`config.mk`:
```
export PLATFORM = sky130hd
export DESIGN_NAME = fssr_top
export DESIGN_NICKNAME = d
export VERILOG_FILES = /design/src/fssr_pkg.sv /design/src/fssr_top.sv /design/src/fssr_timer.sv /design/src/fssr_guard.sv
export SDC_FILE = /design/constraint.sdc
export NUM_CORES = 1
export LEC_CHECK = 0
export ABC_AREA = 1
export CAP_MARGIN = 15
export CORE_MARGIN = 2
export CORE_UTILIZATION = 25
export CTS_CLUSTER_DIAMETER = 50
export DETAILED_ROUTE_END_ITERATION = 8
export DONT_BUFFER_PORTS = 1
export GPL_ROUTABILITY_DRIVEN = 0
export PLACE_DENSITY = 0.45
export SYNTH_ARGS = -nofsm -noshare
export SYNTH_HDL_FRONTEND = slang
export SYNTH_SLANG_ARGS = --single-unit
```
`constraint.sdc`:
```
create_clock -name clk_i -period 2.8 [get_ports clk_i]
set_clock_uncertainty 0.2 [all_clocks]
set_input_delay 0.56 -clock clk_i [delete_from_list [all_inputs] [get_ports clk_i]]
set_output_delay 0.56 -clock clk_i [all_outputs]
set_load 0.05 [all_outputs]
```
`src/fssr_pkg.sv`:
```
// Purpose: shared constants and types of the suspend/resume sequencer
// Assumes: 40 MHz clock, classic Wishbone register access
// Notes:   the parameter dword is assembled from its fields here
// How it works
// - bit 31 zero: suspend/resume supported
// - latency unit codes; 8 us code 10
// - erase reaches suspended within 40 us
// - program reaches suspended within 40 us
// - dword reads EC 83 18 44 at 2C..2F
package fssr_pkg;

  // clock and times
  localparam int unsigned FSSR_CLK_PERIOD_NS   = 25;
  localparam int unsigned FSSR_SUSP_MAX_NS     = 40000;
  localparam int unsigned FSSR_RESUME_GAP_NS   = 128000;
  // longest time rounds down, least time rounds up
  localparam int unsigned FSSR_SUSP_MAX_CYC    = FSSR_SUSP_MAX_NS / FSSR_CLK_PERIOD_NS;
  localparam int unsigned FSSR_RESUME_GAP_CYC  =
    (FSSR_RESUME_GAP_NS + FSSR_CLK_PERIOD_NS - 1) / FSSR_CLK_PERIOD_NS;

  // latency unit encodings
  localparam logic [1:0] FSSR_UNIT_128NS = 2'h0;
  localparam logic [1:0] FSSR_UNIT_1US   = 2'h1;
  localparam logic [1:0] FSSR_UNIT_8US   = 2'h2;
  localparam logic [1:0] FSSR_UNIT_64US  = 2'h3;

  // parameter dword fields
  localparam logic       FSSR_F_UNSUPPORTED = 1'b0;
  localparam logic [4:0] FSSR_F_ERS_LAT_CNT = 5'h04;
  localparam logic [3:0] FSSR_F_ERS_GAP_CNT = 4'h1;
  localparam logic [4:0] FSSR_F_PRG_LAT_CNT = 5'h04;
  localparam logic [3:0] FSSR_F_PRG_GAP_CNT = 4'h1;
  localparam logic       FSSR_F_RFU         = 1'b1;
  localparam logic [3:0] FSSR_F_ERS_PROHIB  = 4'he;
  localparam logic [3:0] FSSR_F_PRG_PROHIB  = 4'hc;
  localparam logic [31:0] FSSR_PARAM_WORD = {FSSR_F_UNSUPPORTED, FSSR_UNIT_8US,
    FSSR_F_ERS_LAT_CNT, FSSR_F_ERS_GAP_CNT, FSSR_UNIT_8US, FSSR_F_PRG_LAT_CNT,
    FSSR_F_PRG_GAP_CNT, FSSR_F_RFU, FSSR_F_ERS_PROHIB, FSSR_F_PRG_PROHIB};

  // register byte offsets
  localparam logic [7:0] FSSR_REG_CTRL   = 8'h00;
  localparam logic [7:0] FSSR_REG_ADDR   = 8'h04;
  localparam logic [7:0] FSSR_REG_STATUS = 8'h08;
  localparam logic [7:0] FSSR_REG_FLAGS  = 8'h0c;
  localparam logic [7:0] FSSR_REG_PARAM  = 8'h2c;

  // flag bit positions and reset values
  localparam int unsigned FSSR_FLG_DONE   = 0;
  localparam int unsigned FSSR_FLG_REFUSE = 1;
  localparam int unsigned FSSR_FLG_EARLY  = 2;
  localparam int unsigned FSSR_FLG_NOTRDY = 3;
  localparam logic [3:0]  FSSR_FLAGS_RST  = 4'h0;
  localparam logic [31:0] FSSR_ADDR_RST   = 32'h0;

  typedef enum logic [2:0] {
    FSSR_CMD_NONE    = 3'h0,
    FSSR_CMD_ERASE   = 3'h1,
    FSSR_CMD_PROGRAM = 3'h2,
    FSSR_CMD_SUSPEND = 3'h3,
    FSSR_CMD_RESUME  = 3'h4,
    FSSR_CMD_READ    = 3'h5
  } fssr_cmd_t;

  // gray along idle -> run -> suspending -> suspended -> side program
  typedef enum logic [2:0] {
    FSSR_ST_IDLE       = 3'h0,
    FSSR_ST_RUN        = 3'h1,
    FSSR_ST_SUSPENDING = 3'h3,
    FSSR_ST_SUSPENDED  = 3'h2,
    FSSR_ST_SIDE       = 3'h6
  } fssr_state_t;

endpackage

```
`src/fssr_top.sv`:
```
// Purpose: erase/program sequencer with suspend and resume policy
// Assumes: classic Wishbone master, one request at a time
// Notes:   host misuse is refused and recorded in sticky flags
//
// Added by the designer: the address map and register access over Wishbone.
`timescale 1ns/1ps
module fssr_top import fssr_pkg::*; #(
  parameter int unsigned ERASE_CYC      = 4000,
  parameter int unsigned PROG_CYC       = 2000,
  parameter int unsigned SUSP_CYC       = FSSR_SUSP_MAX_CYC,
  parameter int unsigned RESUME_GAP_CYC = FSSR_RESUME_GAP_CYC,
  parameter int unsigned ADDR_W         = 24,
  parameter int unsigned SECT_W         = 12,
  parameter int unsigned PAGE_W         = 9
) (
  // clock and reset
  input  wire logic        clk_i,
  input  wire logic        rst_i,
  // wishbone slave
  input  wire logic        wb_cyc_i,
  input  wire logic        wb_stb_i,
  input  wire logic        wb_we_i,
  input  wire logic [7:0]  wb_adr_i,
  input  wire logic [3:0]  wb_sel_i,
  input  wire logic [31:0] wb_dat_i,
  output logic      [31:0] wb_dat_o,
  output logic             wb_ack_o,
  // status
  output logic             busy_o,
  output logic             suspended_o
);

  logic              ack_q;
  logic [31:0]       rdat_q;
  logic              acc;
  logic              wr;
  logic [7:0]        word_adr;
  logic              cmd_wr;
  fssr_cmd_t         cmd;
  logic [31:0]       addr_q;
  fssr_state_t       state_q;
  fssr_state_t       state_d;
  logic              op_erase_q;
  logic [ADDR_W-1:0] op_addr_q;
  logic [15:0]       rem_q;
  logic [3:0]        flags_q;
  logic [3:0]        flag_set;
  logic [3:0]        flag_clr;
  logic              start;
  logic              lat_load;
  logic [15:0]       lat_val;
  logic              lat_exp;
  logic              gap_load;
  logic              gap_busy;
  logic              guard_ref;
  logic              refuse;
  logic              early;
  logic              notrdy;
  logic              done_ev;

  // bus decode: a write takes effect at the edge where ack is high
  assign acc      = wb_cyc_i & wb_stb_i & ack_q;
  assign wr       = acc & wb_we_i;
  assign word_adr = {wb_adr_i[7:2], 2'h0};
  assign cmd_wr   = wr && (word_adr == FSSR_REG_CTRL) && wb_sel_i[0];
  assign cmd      = fssr_cmd_t'(wb_dat_i[2:0]);

  // one wait state answer, ack dropped the cycle after
  always_ff @(posedge clk_i) begin
    if (rst_i) begin
      ack_q <= 1'b0;
    end else begin
      ack_q <= wb_cyc_i & wb_stb_i & ~ack_q;
    end
  end

  // read data captured with ack; unmapped offsets read zero
  always_ff @(posedge clk_i) begin
    if (rst_i) begin
      rdat_q <= 32'h0;
    end else if (wb_cyc_i & wb_stb_i & ~ack_q) begin
      case (word_adr)
        FSSR_REG_ADDR:   rdat_q <= addr_q;
        FSSR_REG_STATUS: rdat_q <= {26'h0, gap_busy, op_erase_q, rem_q != 16'h0, state_q};
        FSSR_REG_FLAGS:  rdat_q <= {28'h0, flags_q};
        FSSR_REG_PARAM:  rdat_q <= FSSR_PARAM_WORD;
        default:         rdat_q <= 32'h0;
      endcase
    end
  end

  assign wb_ack_o = ack_q;
  assign wb_dat_o = rdat_q;

  // address register, one generate lane per byte enable
  for (genvar b = 0; b < 4; b++) begin : g_addr_lane
    always_ff @(posedge clk_i) begin
      if (rst_i) begin
        addr_q[8*b +: 8] <= FSSR_ADDR_RST[8*b +: 8];
      end else if (wr && (word_adr == FSSR_REG_ADDR) && wb_sel_i[b]) begin
        addr_q[8*b +: 8] <= wb_dat_i[8*b +: 8];
      end
    end
  end

  // suspend latency and side-program duration share one timer
  fssr_timer #(.W(16)) u_lat (
    .clk_i    (clk_i),
    .rst_i    (rst_i),
    .load_i   (lat_load),
    .value_i  (lat_val),
    .active_o (),
    .expire_o (lat_exp)
  );

  // resume-to-suspend spacing
  fssr_timer #(.W(16)) u_gap (
    .clk_i    (clk_i),
    .rst_i    (rst_i),
    .load_i   (gap_load),
    .value_i  (16'(RESUME_GAP_CYC)),
    .active_o (gap_busy),
    .expire_o ()
  );

  fssr_guard #(.ADDR_W(ADDR_W), .SECT_W(SECT_W), .PAGE_W(PAGE_W)) u_guard (
    .cmd_valid_i  (cmd_wr),
    .cmd_i        (cmd),
    .addr_i       (addr_q[ADDR_W-1:0]),
    .erase_held_i (op_erase_q),
    .held_addr_i  (op_addr_q),
    .refuse_o     (guard_ref)
  );

  // sequencer next state and event decode
  always_comb begin
    state_d  = state_q;
    start    = 1'b0;
    lat_load = 1'b0;
    lat_val  = 16'(SUSP_CYC);
    gap_load = 1'b0;
    refuse   = 1'b0;
    early    = 1'b0;
    notrdy   = 1'b0;
    done_ev  = 1'b0;
    case (state_q)
      FSSR_ST_IDLE: begin
        if (cmd_wr && (cmd == FSSR_CMD_ERASE || cmd == FSSR_CMD_PROGRAM)) begin
          state_d = FSSR_ST_RUN;
          start   = 1'b1;
        end else if (cmd_wr && cmd != FSSR_CMD_READ) begin
          refuse = 1'b1;
        end
      end
      FSSR_ST_RUN: begin
        // completion wins over a suspend in the same cycle
        if (rem_q == 16'h1) begin
          state_d = FSSR_ST_IDLE;
          done_ev = 1'b1;
          refuse  = cmd_wr;
        end else if (cmd_wr && cmd == FSSR_CMD_SUSPEND) begin
          if (gap_busy) begin
            early = 1'b1;
          end else begin
            state_d  = FSSR_ST_SUSPENDING;
            lat_load = 1'b1;
          end
        end else if (cmd_wr) begin
          refuse = 1'b1;
        end
      end
      FSSR_ST_SUSPENDING: begin
        if (lat_exp) begin
          state_d = FSSR_ST_SUSPENDED;
        end
        notrdy = cmd_wr;
      end
      FSSR_ST_SUSPENDED: begin
        if (cmd_wr && cmd == FSSR_CMD_RESUME) begin
          state_d  = FSSR_ST_RUN;
          gap_load = 1'b1;
        end else if (cmd_wr && guard_ref) begin
          refuse = 1'b1;
        end else if (cmd_wr && cmd == FSSR_CMD_PROGRAM) begin
          state_d  = FSSR_ST_SIDE;
          lat_load = 1'b1;
          lat_val  = 16'(PROG_CYC);
        end else if (cmd_wr && cmd != FSSR_CMD_READ) begin
          refuse = 1'b1;
        end
      end
      FSSR_ST_SIDE: begin
        if (lat_exp) begin
          state_d = FSSR_ST_SUSPENDED;
        end
        refuse = cmd_wr;
      end
      default: begin
        state_d = FSSR_ST_IDLE;
      end
    endcase
  end

  // state register
  always_ff @(posedge clk_i) begin
    if (rst_i) begin
      state_q <= FSSR_ST_IDLE;
    end else begin
      state_q <= state_d;
    end
  end

  // operation kind, target and remaining work; frozen while suspended
  always_ff @(posedge clk_i) begin
    if (rst_i) begin
      op_erase_q <= 1'b0;
      op_addr_q  <= '0;
      rem_q      <= 16'h0;
    end else if (start) begin
      op_erase_q <= (cmd == FSSR_CMD_ERASE);
      op_addr_q  <= addr_q[ADDR_W-1:0];
      rem_q      <= (cmd == FSSR_CMD_ERASE) ? 16'(ERASE_CYC) : 16'(PROG_CYC);
    end else if (state_q == FSSR_ST_RUN && rem_q != 16'h0) begin
      rem_q <= rem_q - 16'h1;
    end
  end

  // sticky flags, write one to clear; a new event beats the clear
  assign flag_set = {notrdy, early, refuse, done_ev};
  assign flag_clr = (wr && word_adr == FSSR_REG_FLAGS && wb_sel_i[0]) ? wb_dat_i[3:0] : 4'h0;

  always_ff @(posedge clk_i) begin
    if (rst_i) begin
      flags_q <= FSSR_FLAGS_RST;
    end else begin
      flags_q <= (flags_q & ~flag_clr) | flag_set;
    end
  end

  assign busy_o      = (state_q != FSSR_ST_IDLE);
  assign suspended_o = (state_q == FSSR_ST_SUSPENDED);

  // checks; the latency bound is the promised 40 us, not the SUSP_CYC in use
  localparam logic [15:0] LAT_BOUND = 16'(FSSR_SUSP_MAX_CYC);

  // cycles spent suspending, saturating; a counter keeps the bound out of a
  // long delay range that the tools would have to unroll
  logic [15:0] susp_age_q;

  always_ff @(posedge clk_i) begin
    if (rst_i) begin
      susp_age_q <= 16'h0;
    end else if (state_q != FSSR_ST_SUSPENDING) begin
      susp_age_q <= 16'h0;
    end else if (susp_age_q != 16'hffff) begin
      susp_age_q <= susp_age_q + 16'h1;
    end
  end
endmodule

```
`src/fssr_timer.sv`:
```
// Purpose: loadable down counter for latency and guard intervals
// Assumes: value_i at least one when loaded
// Notes:   expire_o marks the last counted cycle
`timescale 1ns/1ps
module fssr_timer #(
  parameter int unsigned W = 16
) (
  // clock and reset
  input  wire logic         clk_i,
  input  wire logic         rst_i,
  // control
  input  wire logic         load_i,
  input  wire logic [W-1:0] value_i,
  // state
  output logic              active_o,
  output logic              expire_o
);

  logic [W-1:0] cnt_q;

  // count down to zero and stop there
  always_ff @(posedge clk_i) begin
    if (rst_i) begin
      cnt_q <= '0;
    end else if (load_i) begin
      cnt_q <= value_i;
    end else if (cnt_q != '0) begin
      cnt_q <= cnt_q - 1'b1;
    end
  end

  assign active_o = (cnt_q != '0);
  assign expire_o = (cnt_q == W'(1));

endmodule

```
`src/fssr_guard.sv`:
```
// Purpose: checks a command against the suspended operation's region
// Assumes: only consulted while an operation is suspended
// Notes:   purely combinational
`timescale 1ns/1ps
module fssr_guard import fssr_pkg::*; #(
  parameter int unsigned ADDR_W = 24,
  parameter int unsigned SECT_W = 12,
  parameter int unsigned PAGE_W = 9
) (
  // request
  input  wire logic              cmd_valid_i,
  input  wire logic [2:0]        cmd_i,
  input  wire logic [ADDR_W-1:0] addr_i,
  // suspended operation
  input  wire logic              erase_held_i,
  input  wire logic [ADDR_W-1:0] held_addr_i,
  // verdict
  output logic                   refuse_o
);

  logic same_sect;
  logic same_page;

  assign same_sect = (addr_i[ADDR_W-1:SECT_W] == held_addr_i[ADDR_W-1:SECT_W]);
  assign same_page = (addr_i[ADDR_W-1:PAGE_W] == held_addr_i[ADDR_W-1:PAGE_W]);

  // region checks per command
  always_comb begin
    refuse_o = 1'b0;
    if (cmd_valid_i) begin
      case (cmd_i)
        FSSR_CMD_ERASE:   refuse_o = 1'b1;
        FSSR_CMD_PROGRAM: refuse_o = erase_held_i ? same_sect : 1'b1;
        FSSR_CMD_READ:    refuse_o = erase_held_i ? same_sect : same_page;
        default:          refuse_o = 1'b0;
      endcase
    end
  end

endmodule

```
==> impl_metrics.ini, run 1 <==
[routing]
ant_nets = 0
drt_pre_antenna_iters = 4
drtIter0Drc = 308
via_count = 5651
drcViolationCount = 0
routedWlPerCell_um = 13.92
route.final.wire_length_um = 17380
vias_per_cell = 4.528

[timing]
postLayoutSetupSlackWorst_ns = 0.4207
period_minus_slack_ns = 2.379
max_freq_ghz = 0.4203
finalSetupTns_ns = 0
worst_slew_pin_slew_ns = 0.5990
timing.final.max_slew_violations = 0
setup_viol = 0
finalHoldViolations = 0
post-route-period-util = 0.8498
worst_slew_margin_rel = 0.5976
grt_setup_unrepaired = false

[hold_path]
min_path_type = input port to flop

[clock_network]
cts_buffer_depth = 2
post-cts-setup-buffer-count = 0
clk_transition_reported_paths_ns = 0.06
ctsHtreeMaxLevel = 4
cts_num_sinks = 136
cts_buffers = 17
cts_root_buffer = sky130_fd_sc_hd__clkbuf_16
clk_latency_ns = 0.43
cts_tree = done

[global_route]
grt_remaining_overflow = 0
grt_antenna_before_repair = 3
grt_max_degree = 60
global_route_wire_length_before_repair_um = 28370
grtUsageTotal = 0.1340
grt_pass1_vias = 5349

[floorplan]
die_w_um = 165.0
die_area_um2 = 27230
placementRows = 58
die_h_um = 165.0
coreArea_um2 = 25330
initial_core_util = 0.2559
io_pins = 84

[synthesis]
synth_area_um2 = 6481
synthesis.nets = 955
synth-edff-count = 0
postSynthCellCount = 901
postSynth.topFlopCell = sky130_fd_sc_hd__dfxtp_1
synth.yosys.warnings = 0
synth_seq_cells = 136
synth.distinct_cells = 45
synthDominantAreaCellType = sky130_fd_sc_hd__dfxtp_1
synth_largest_type_area_fraction = 0.4201
async_flop_share = 0
ys_seq_area_frac = 0.4201
yosys-top-cells-area = sky130_fd_sc_hd__dfxtp_1 (42%), sky130_fd_sc_hd__nand2_1 (11%), sky130_fd_sc_hd__a21oi_1 (8.7%)
syn_area_per_cell_um2 = 7.193

[worst_setup_path]
crit_top_cell = sky130_fd_sc_hd__inv_1
critical-path-top-delay-family = simple AND/OR/NAND/NOR gates
slowest_stage = sky130_fd_sc_hd__dfxtp_1
path_cells = inv_1 > ha_1 > inv_1 > nor3_4 > nand2_4 > nor2_8 > inv_4 > nor2_4 > nand2_2 > nand3_2 > nand2_1 > or2_0 > a21oi_1
worst_setup_path_end_kind = flop
critical_path.max_fanout = 11
critPathMaxStageDelay_ns = 0.32
critical_path_required_ns = 2.95
type_of_origin_of_the_critical_path = flop
cp.arrival_ns = 2.53
path_buf_inv = 3
timing_worst_setup_path_type = flop to flop

[layout]
n_antenna_cell = 0
area_growth_pct = 16.06
final_design_area_no_fill_um2 = 7522
final_net_count = 959
drive_above_1_share = 0.1046

[status]
status = finished clean

[place]
pre_cts_slack_ns = 0.2946
postPlaceCellArea_um2 = 6877
port-buffer-count = 0
detailedPlacementHpwl_um = 12500

[pwr]
leakage_nw = 2.966
ir_drop_uv = 400.3
powerDensity_nw_per_um2 = 920.1

[run]
count_of_max_cap_constraint_violations = 0
-- worst register-to-register path: cells and delay by family, from the launching register on --
kind,cells,cell delay (ns)
AO/OA/AOI/OAI,1,0.13
AND/OR/NAND/NOR,8,1.18
buffers and inverters,3,0.25
flip-flops,1,0.32
adder cells (fa/ha/maj),1,0.22
-- synthesized netlist by cell type, types with 2 or more instances --
cell                       instances
sky130_fd_sc_hd__nand2_1         192
sky130_fd_sc_hd__dfxtp_1         136
sky130_fd_sc_hd__a21oi_1         113
sky130_fd_sc_hd__inv_1            93
sky130_fd_sc_hd__o21ai_0          87
sky130_fd_sc_hd__nor2_1           78
sky130_fd_sc_hd__nand3_1          37
sky130_fd_sc_hd__clkbuf_1         23
sky130_fd_sc_hd__nor3_1           18
sky130_fd_sc_hd__xnor2_1          15
sky130_fd_sc_hd__nand4_1           9
sky130_fd_sc_hd__xor2_1            9
sky130_fd_sc_hd__inv_2             7
sky130_fd_sc_hd__nor2_2            7
sky130_fd_sc_hd__nor2_4            7
sky130_fd_sc_hd__nand2_2           6
sky130_fd_sc_hd__nand3_2           6
sky130_fd_sc_hd__nor3b_1           6
sky130_fd_sc_hd__ha_1              5
sky130_fd_sc_hd__a22oi_1           4
sky130_fd_sc_hd__nand3b_1          4
sky130_fd_sc_hd__or2_2             4
sky130_fd_sc_hd__buf_2             3
sky130_fd_sc_hd__o211ai_1          3
sky130_fd_sc_hd__a31oi_1           2
sky130_fd_sc_hd__buf_6             2
sky130_fd_sc_hd__inv_4             2
sky130_fd_sc_hd__nand4_2           2
sky130_fd_sc_hd__nor2_8            2
sky130_fd_sc_hd__nor4_1            2
sky130_fd_sc_hd__o21ai_1           2
sky130_fd_sc_hd__or2_0             2
-- layout by cell type (no fill, tap or decap), types with 5 or more instances in the layout --
cell,count
sky130_fd_sc_hd__nor3_1,18
sky130_fd_sc_hd__inv_1,92
sky130_fd_sc_hd__buf_4,11
sky130_fd_sc_hd__xor2_1,9
sky130_fd_sc_hd__xnor2_1,15
sky130_fd_sc_hd__nand2_1,192
sky130_fd_sc_hd__nand4_1,9
sky130_fd_sc_hd__clkbuf_16,17
sky130_fd_sc_hd__ha_1,5
sky130_fd_sc_hd__nand3_1,37
sky130_fd_sc_hd__nand3_2,6
sky130_fd_sc_hd__nor2_4,8
sky130_fd_sc_hd__a21oi_1,113
sky130_fd_sc_hd__inv_2,8
sky130_fd_sc_hd__o21ai_0,87
sky130_fd_sc_hd__nor2_2,7
sky130_fd_sc_hd__nor2_1,77
sky130_fd_sc_hd__nand2_2,6
sky130_fd_sc_hd__clkinv_4,7
sky130_fd_sc_hd__nor3b_1,6
sky130_fd_sc_hd__dfxtp_1,136
-- final cells by class --
type	instances	area, µm²
Inverter	102	387.9
Tap cell	330	412.9
Sequential cell	136	2723
Timing Repair Buffer	14	132.6
Clock inverter	13	172.7
Multi-Input combinational cell	634	3251
Fill cell	2750	17800
Clock buffer	19	442.9
-- stage by stage --
stage                     instances  hold slack [ns]  power (W)    util
final                          1248          0.07017   0.006922  0.2970
after global routing           1248          0.07091   0.007428  0.2970
after floorplan                 901           0.2245   0.004222       -
after detailed placement       1214           0.2479   0.004618  0.2715
after global placement         1214           0.2466   0.004613  0.2715
after CTS                      1248          0.05394   0.007014  0.2970
-- state kept, by name, summed over array words and instances, names as in the netlist --
signal,flops
wb_dat_o,32
addr_q,32
rem_q,16
u_gap.cnt_q,16
wb_ack_o,1
state_q,3
u_lat.cnt_q,16
op_addr_q,15
op_erase_q,1
flags_q,4
-- what timing repair did --
item	4_1_cts	5_1_grt
hold endpoints to repair	30	0
hold buffers	2	0
gates resized for setup	0	0
-- power breakdown --
group	internal, W	switching, W	leakage (nW)	total (W)
clock	0.00143	0.000909	0.298	0.00234
sequential	0.00218	0.000283	1.10	0.00247
combinational	0.000783	0.00133	1.56	0.00211
-- per-layer routing --
layer	vias to the layer above	share of wire	global-route usage
met5	-	0.0024	0
met4	6	0.013	0.04150
met3	23	0.041	0.03591
met2	77	0.45	0.2148
met1	2579	0.50	0.1753
li1	2966	-	-
-- cell families after synthesis --
group / Yosys count / share of synthesized area
flops: 136 / 0.4201
buf+inv: 131 / 0.07953
fa+ha+maj: 5 / 0.009653
compound gates: 217 / 0.1755
xor+xnor: 24 / 0.03243
simple gates: 388 / 0.2828
-- worst paths after layout --
| path | startpoint | slack (ns) | to | cells past startpoint |
|---|---|---|---|---|
| setup / recovery | u_gap.cnt_q[0] | 0.42 | u_lat.cnt_q[3] | 13 |
| hold / removal | wb_dat_i[6] | 0.07 | addr_q[6] | 2 |
| setup reg to reg | u_gap.cnt_q[0] | 0.42 | u_lat.cnt_q[3] | 13 |
| hold reg to reg | addr_q[26] | 0.25 | addr_q[26] | 2 |
No activity file was read; power rests on OpenSTA's default activity.
==> run 2: changes to the inputs <==
- clock period: 2.8 -> 2.3 ns (I/O delays scaled with it)
==> run 2 against run 1 <==
Compared with the run above: routed wire length rose by 0.76%; core utilization increased by 1.4 points; worst hold slack lost 0.058 ns; critical path type is now flop to primary output.
==> impl_metrics.ini, run 2 (synthesis results as in run 1) <==
[timing]
post-route-period-util = 0.9589
max_freq_ghz = 0.4534
finalHoldViolations = 0
period_minus_slack_ns = 2.206
grt_setup_unrepaired = true
worst_slew_margin_rel = 0.6213
timing.final.max_slew_violations = 0
worst_slew_pin_slew_ns = 0.5672
setup_viol = 0

[layout]
drive_above_1_share = 0.1412
final_util = 0.3109
area_growth_pct = 21.51
final_net_count = 998
layout.filler_cells = 2729
layout_commonest_cell = sky130_fd_sc_hd__nand2_1
final_design_area_no_fill_um2 = 7875
n_antenna_cell = 0
final_cell_mix = sky130_fd_sc_hd__nand2_1 (191), sky130_fd_sc_hd__dfxtp_1 (135), sky130_fd_sc_hd__a21oi_1 (113)

[floorplan]
initial_core_util = 0.2559
die_w_um = 165.0
die_h_um = 165.0
placementRows = 58
coreArea_um2 = 25330
die_area_um2 = 27230
io_pins = 84

[pwr]
ir_drop_uv = 528.5
power.internal_w = 0.005670
seqPwrFrac = 0.341
leakage_nw = 3.149
comb_pwr_share = 0.331
sw_frac_of_total = 0.3527
switching_power_w = 0.003089
design_power_total_w = 0.008759
powerDensity_nw_per_um2 = 1112
pwr-share-clk = 0.328

[place]
port-buffer-count = 0
detailedPlacementHpwl_um = 12810
postPlaceCellArea_um2 = 7074

[worst_setup_path]
slowest_stage = sky130_fd_sc_hd__dfxtp_1
critical_path_required_ns = 1.64
critical_path.max_fanout = 4
path_buf_inv = 2
cp.arrival_ns = 1.55
path_cells = inv_1 > nand2_1 > buf_4
worst_setup_path_end_kind = primary output
critical-path-top-delay-family = flip-flops
critPathMaxStageDelay_ns = 0.40
timing_worst_setup_path_type = flop to primary output
type_of_origin_of_the_critical_path = flop

[global_route]
grtUsageTotal = 0.1375
grt_pass1_vias = 5551
global_route_wire_length_before_repair_um = 29040
grt_max_degree = 43
grt_antenna_before_repair = 3
grt_remaining_overflow = 0

[status]
status = finished clean

[clock_network]
cts_buffer_depth = 2
cts_num_sinks = 136
clk_transition_reported_paths_ns = 0.06
cts_root_buffer = sky130_fd_sc_hd__clkbuf_16
cts_tree = done
ctsHtreeMaxLevel = 4
cts_buffers = 17
clk_latency_ns = 0.42

[hold_path]
min_path_type = input port to flop

[routing]
route.final.wire_length_um = 17510
drcViolationCount = 0
drt_pre_antenna_iters = 4
ant_nets = 0
via_count = 5766
drtIter0Drc = 365
routedWlPerCell_um = 13.62
vias_per_cell = 4.484

[run]
count_of_max_cap_constraint_violations = 0
[run 2: cell types whose count changed in the layout (fill, tap and decap cells not counted), moves of 2 or more]
cell and delta:
sky130_fd_sc_hd__buf_4 +32, sky130_fd_sc_hd__clkinv_4 -6, sky130_fd_sc_hd__clkinvlp_4 +4, sky130_fd_sc_hd__dlygate4sd3_1 +8, sky130_fd_sc_hd__inv_1 -2, sky130_fd_sc_hd__inv_2 +2
sky130_fd_sc_hd__nand2_4 +2, sky130_fd_sc_hd__nor2_1 -4, sky130_fd_sc_hd__nor2_2 +3
[run 2: stage by stage]
stage               worst slack (ns)  hold WS [ns]  setup TNS (ns)  cells
global placement          -0.0006670        0.2449      -0.0006670   1242
detailed placement          -0.01258        0.2489        -0.01258   1242
global route                -0.02961     0.0005581        -0.03047   1286
finish                       0.09450       0.01200               0   1286
floorplan                    0.05648        0.2245               0    901
CTS                          0.05388     0.0006922               0   1282
[run 2: final timing paths]
check	startpoint	end	slack, ns	cells past startpoint
max	state_q[0]	busy_o	0.09	3
min	rst_i	u_lat.cnt_q[15]	0.01	3
max reg2reg	u_gap.cnt_q[0]	u_lat.cnt_q[3]	0.14	13
min reg2reg	addr_q[24]	wb_dat_o[24]	0.26	2
[run 2: layout make-up]
cell class | instances | area [µm²] | share of cell area
multi-input cells | 634 | 3298 | 0.4188
flip-flops and latches | 136 | 2724 | 0.3459
clock buffers | 19 | 442.9 | 0.05624
repair buffers | 53 | 432.9 | 0.05497
well taps | 330 | 412.9 | 0.05243
inverters | 102 | 387.9 | 0.04925
clock inverters | 12 | 176.4 | 0.02240
[run 2: power groups by stage]
stage          Clock (W)  Sequential (W)  Combinational, W
6_report         0.00287         0.00299           0.00290
5_1_grt          0.00307         0.00303           0.00332
3_3_place_gp           0         0.00303           0.00278
2_1_floorplan          0         0.00299           0.00215
3_5_place_dp           0         0.00303           0.00277
4_1_cts          0.00295         0.00298           0.00282
[run 2: worst register-to-register path: cells and delay by family, from the launching register on]
kind            cells  cell delay (ns)
buf+inv             3             0.23
compound gates      1             0.13
flops               1             0.33
fa+ha+maj           1             0.14
simple gates        8             1.06
[run 2: repair_timing]
item	4_1_cts	5_1_grt
setup endpoints to repair	0	20
gates resized for setup	0	14
buffers inserted	0	3
hold endpoints to repair	39	1
hold buffers	9	1
[run 2: layer usage]
layer,wire [µm],global-route usage,share of wire,vias to the layer above
li1,-,-,-,3037
met1,8923,0.1864,0.51,2629
met2,7709,0.2131,0.44,80
met3,653,0.03591,0.037,14
met4,182,0.04269,0.010,6
met5,41,0,0.0023,-
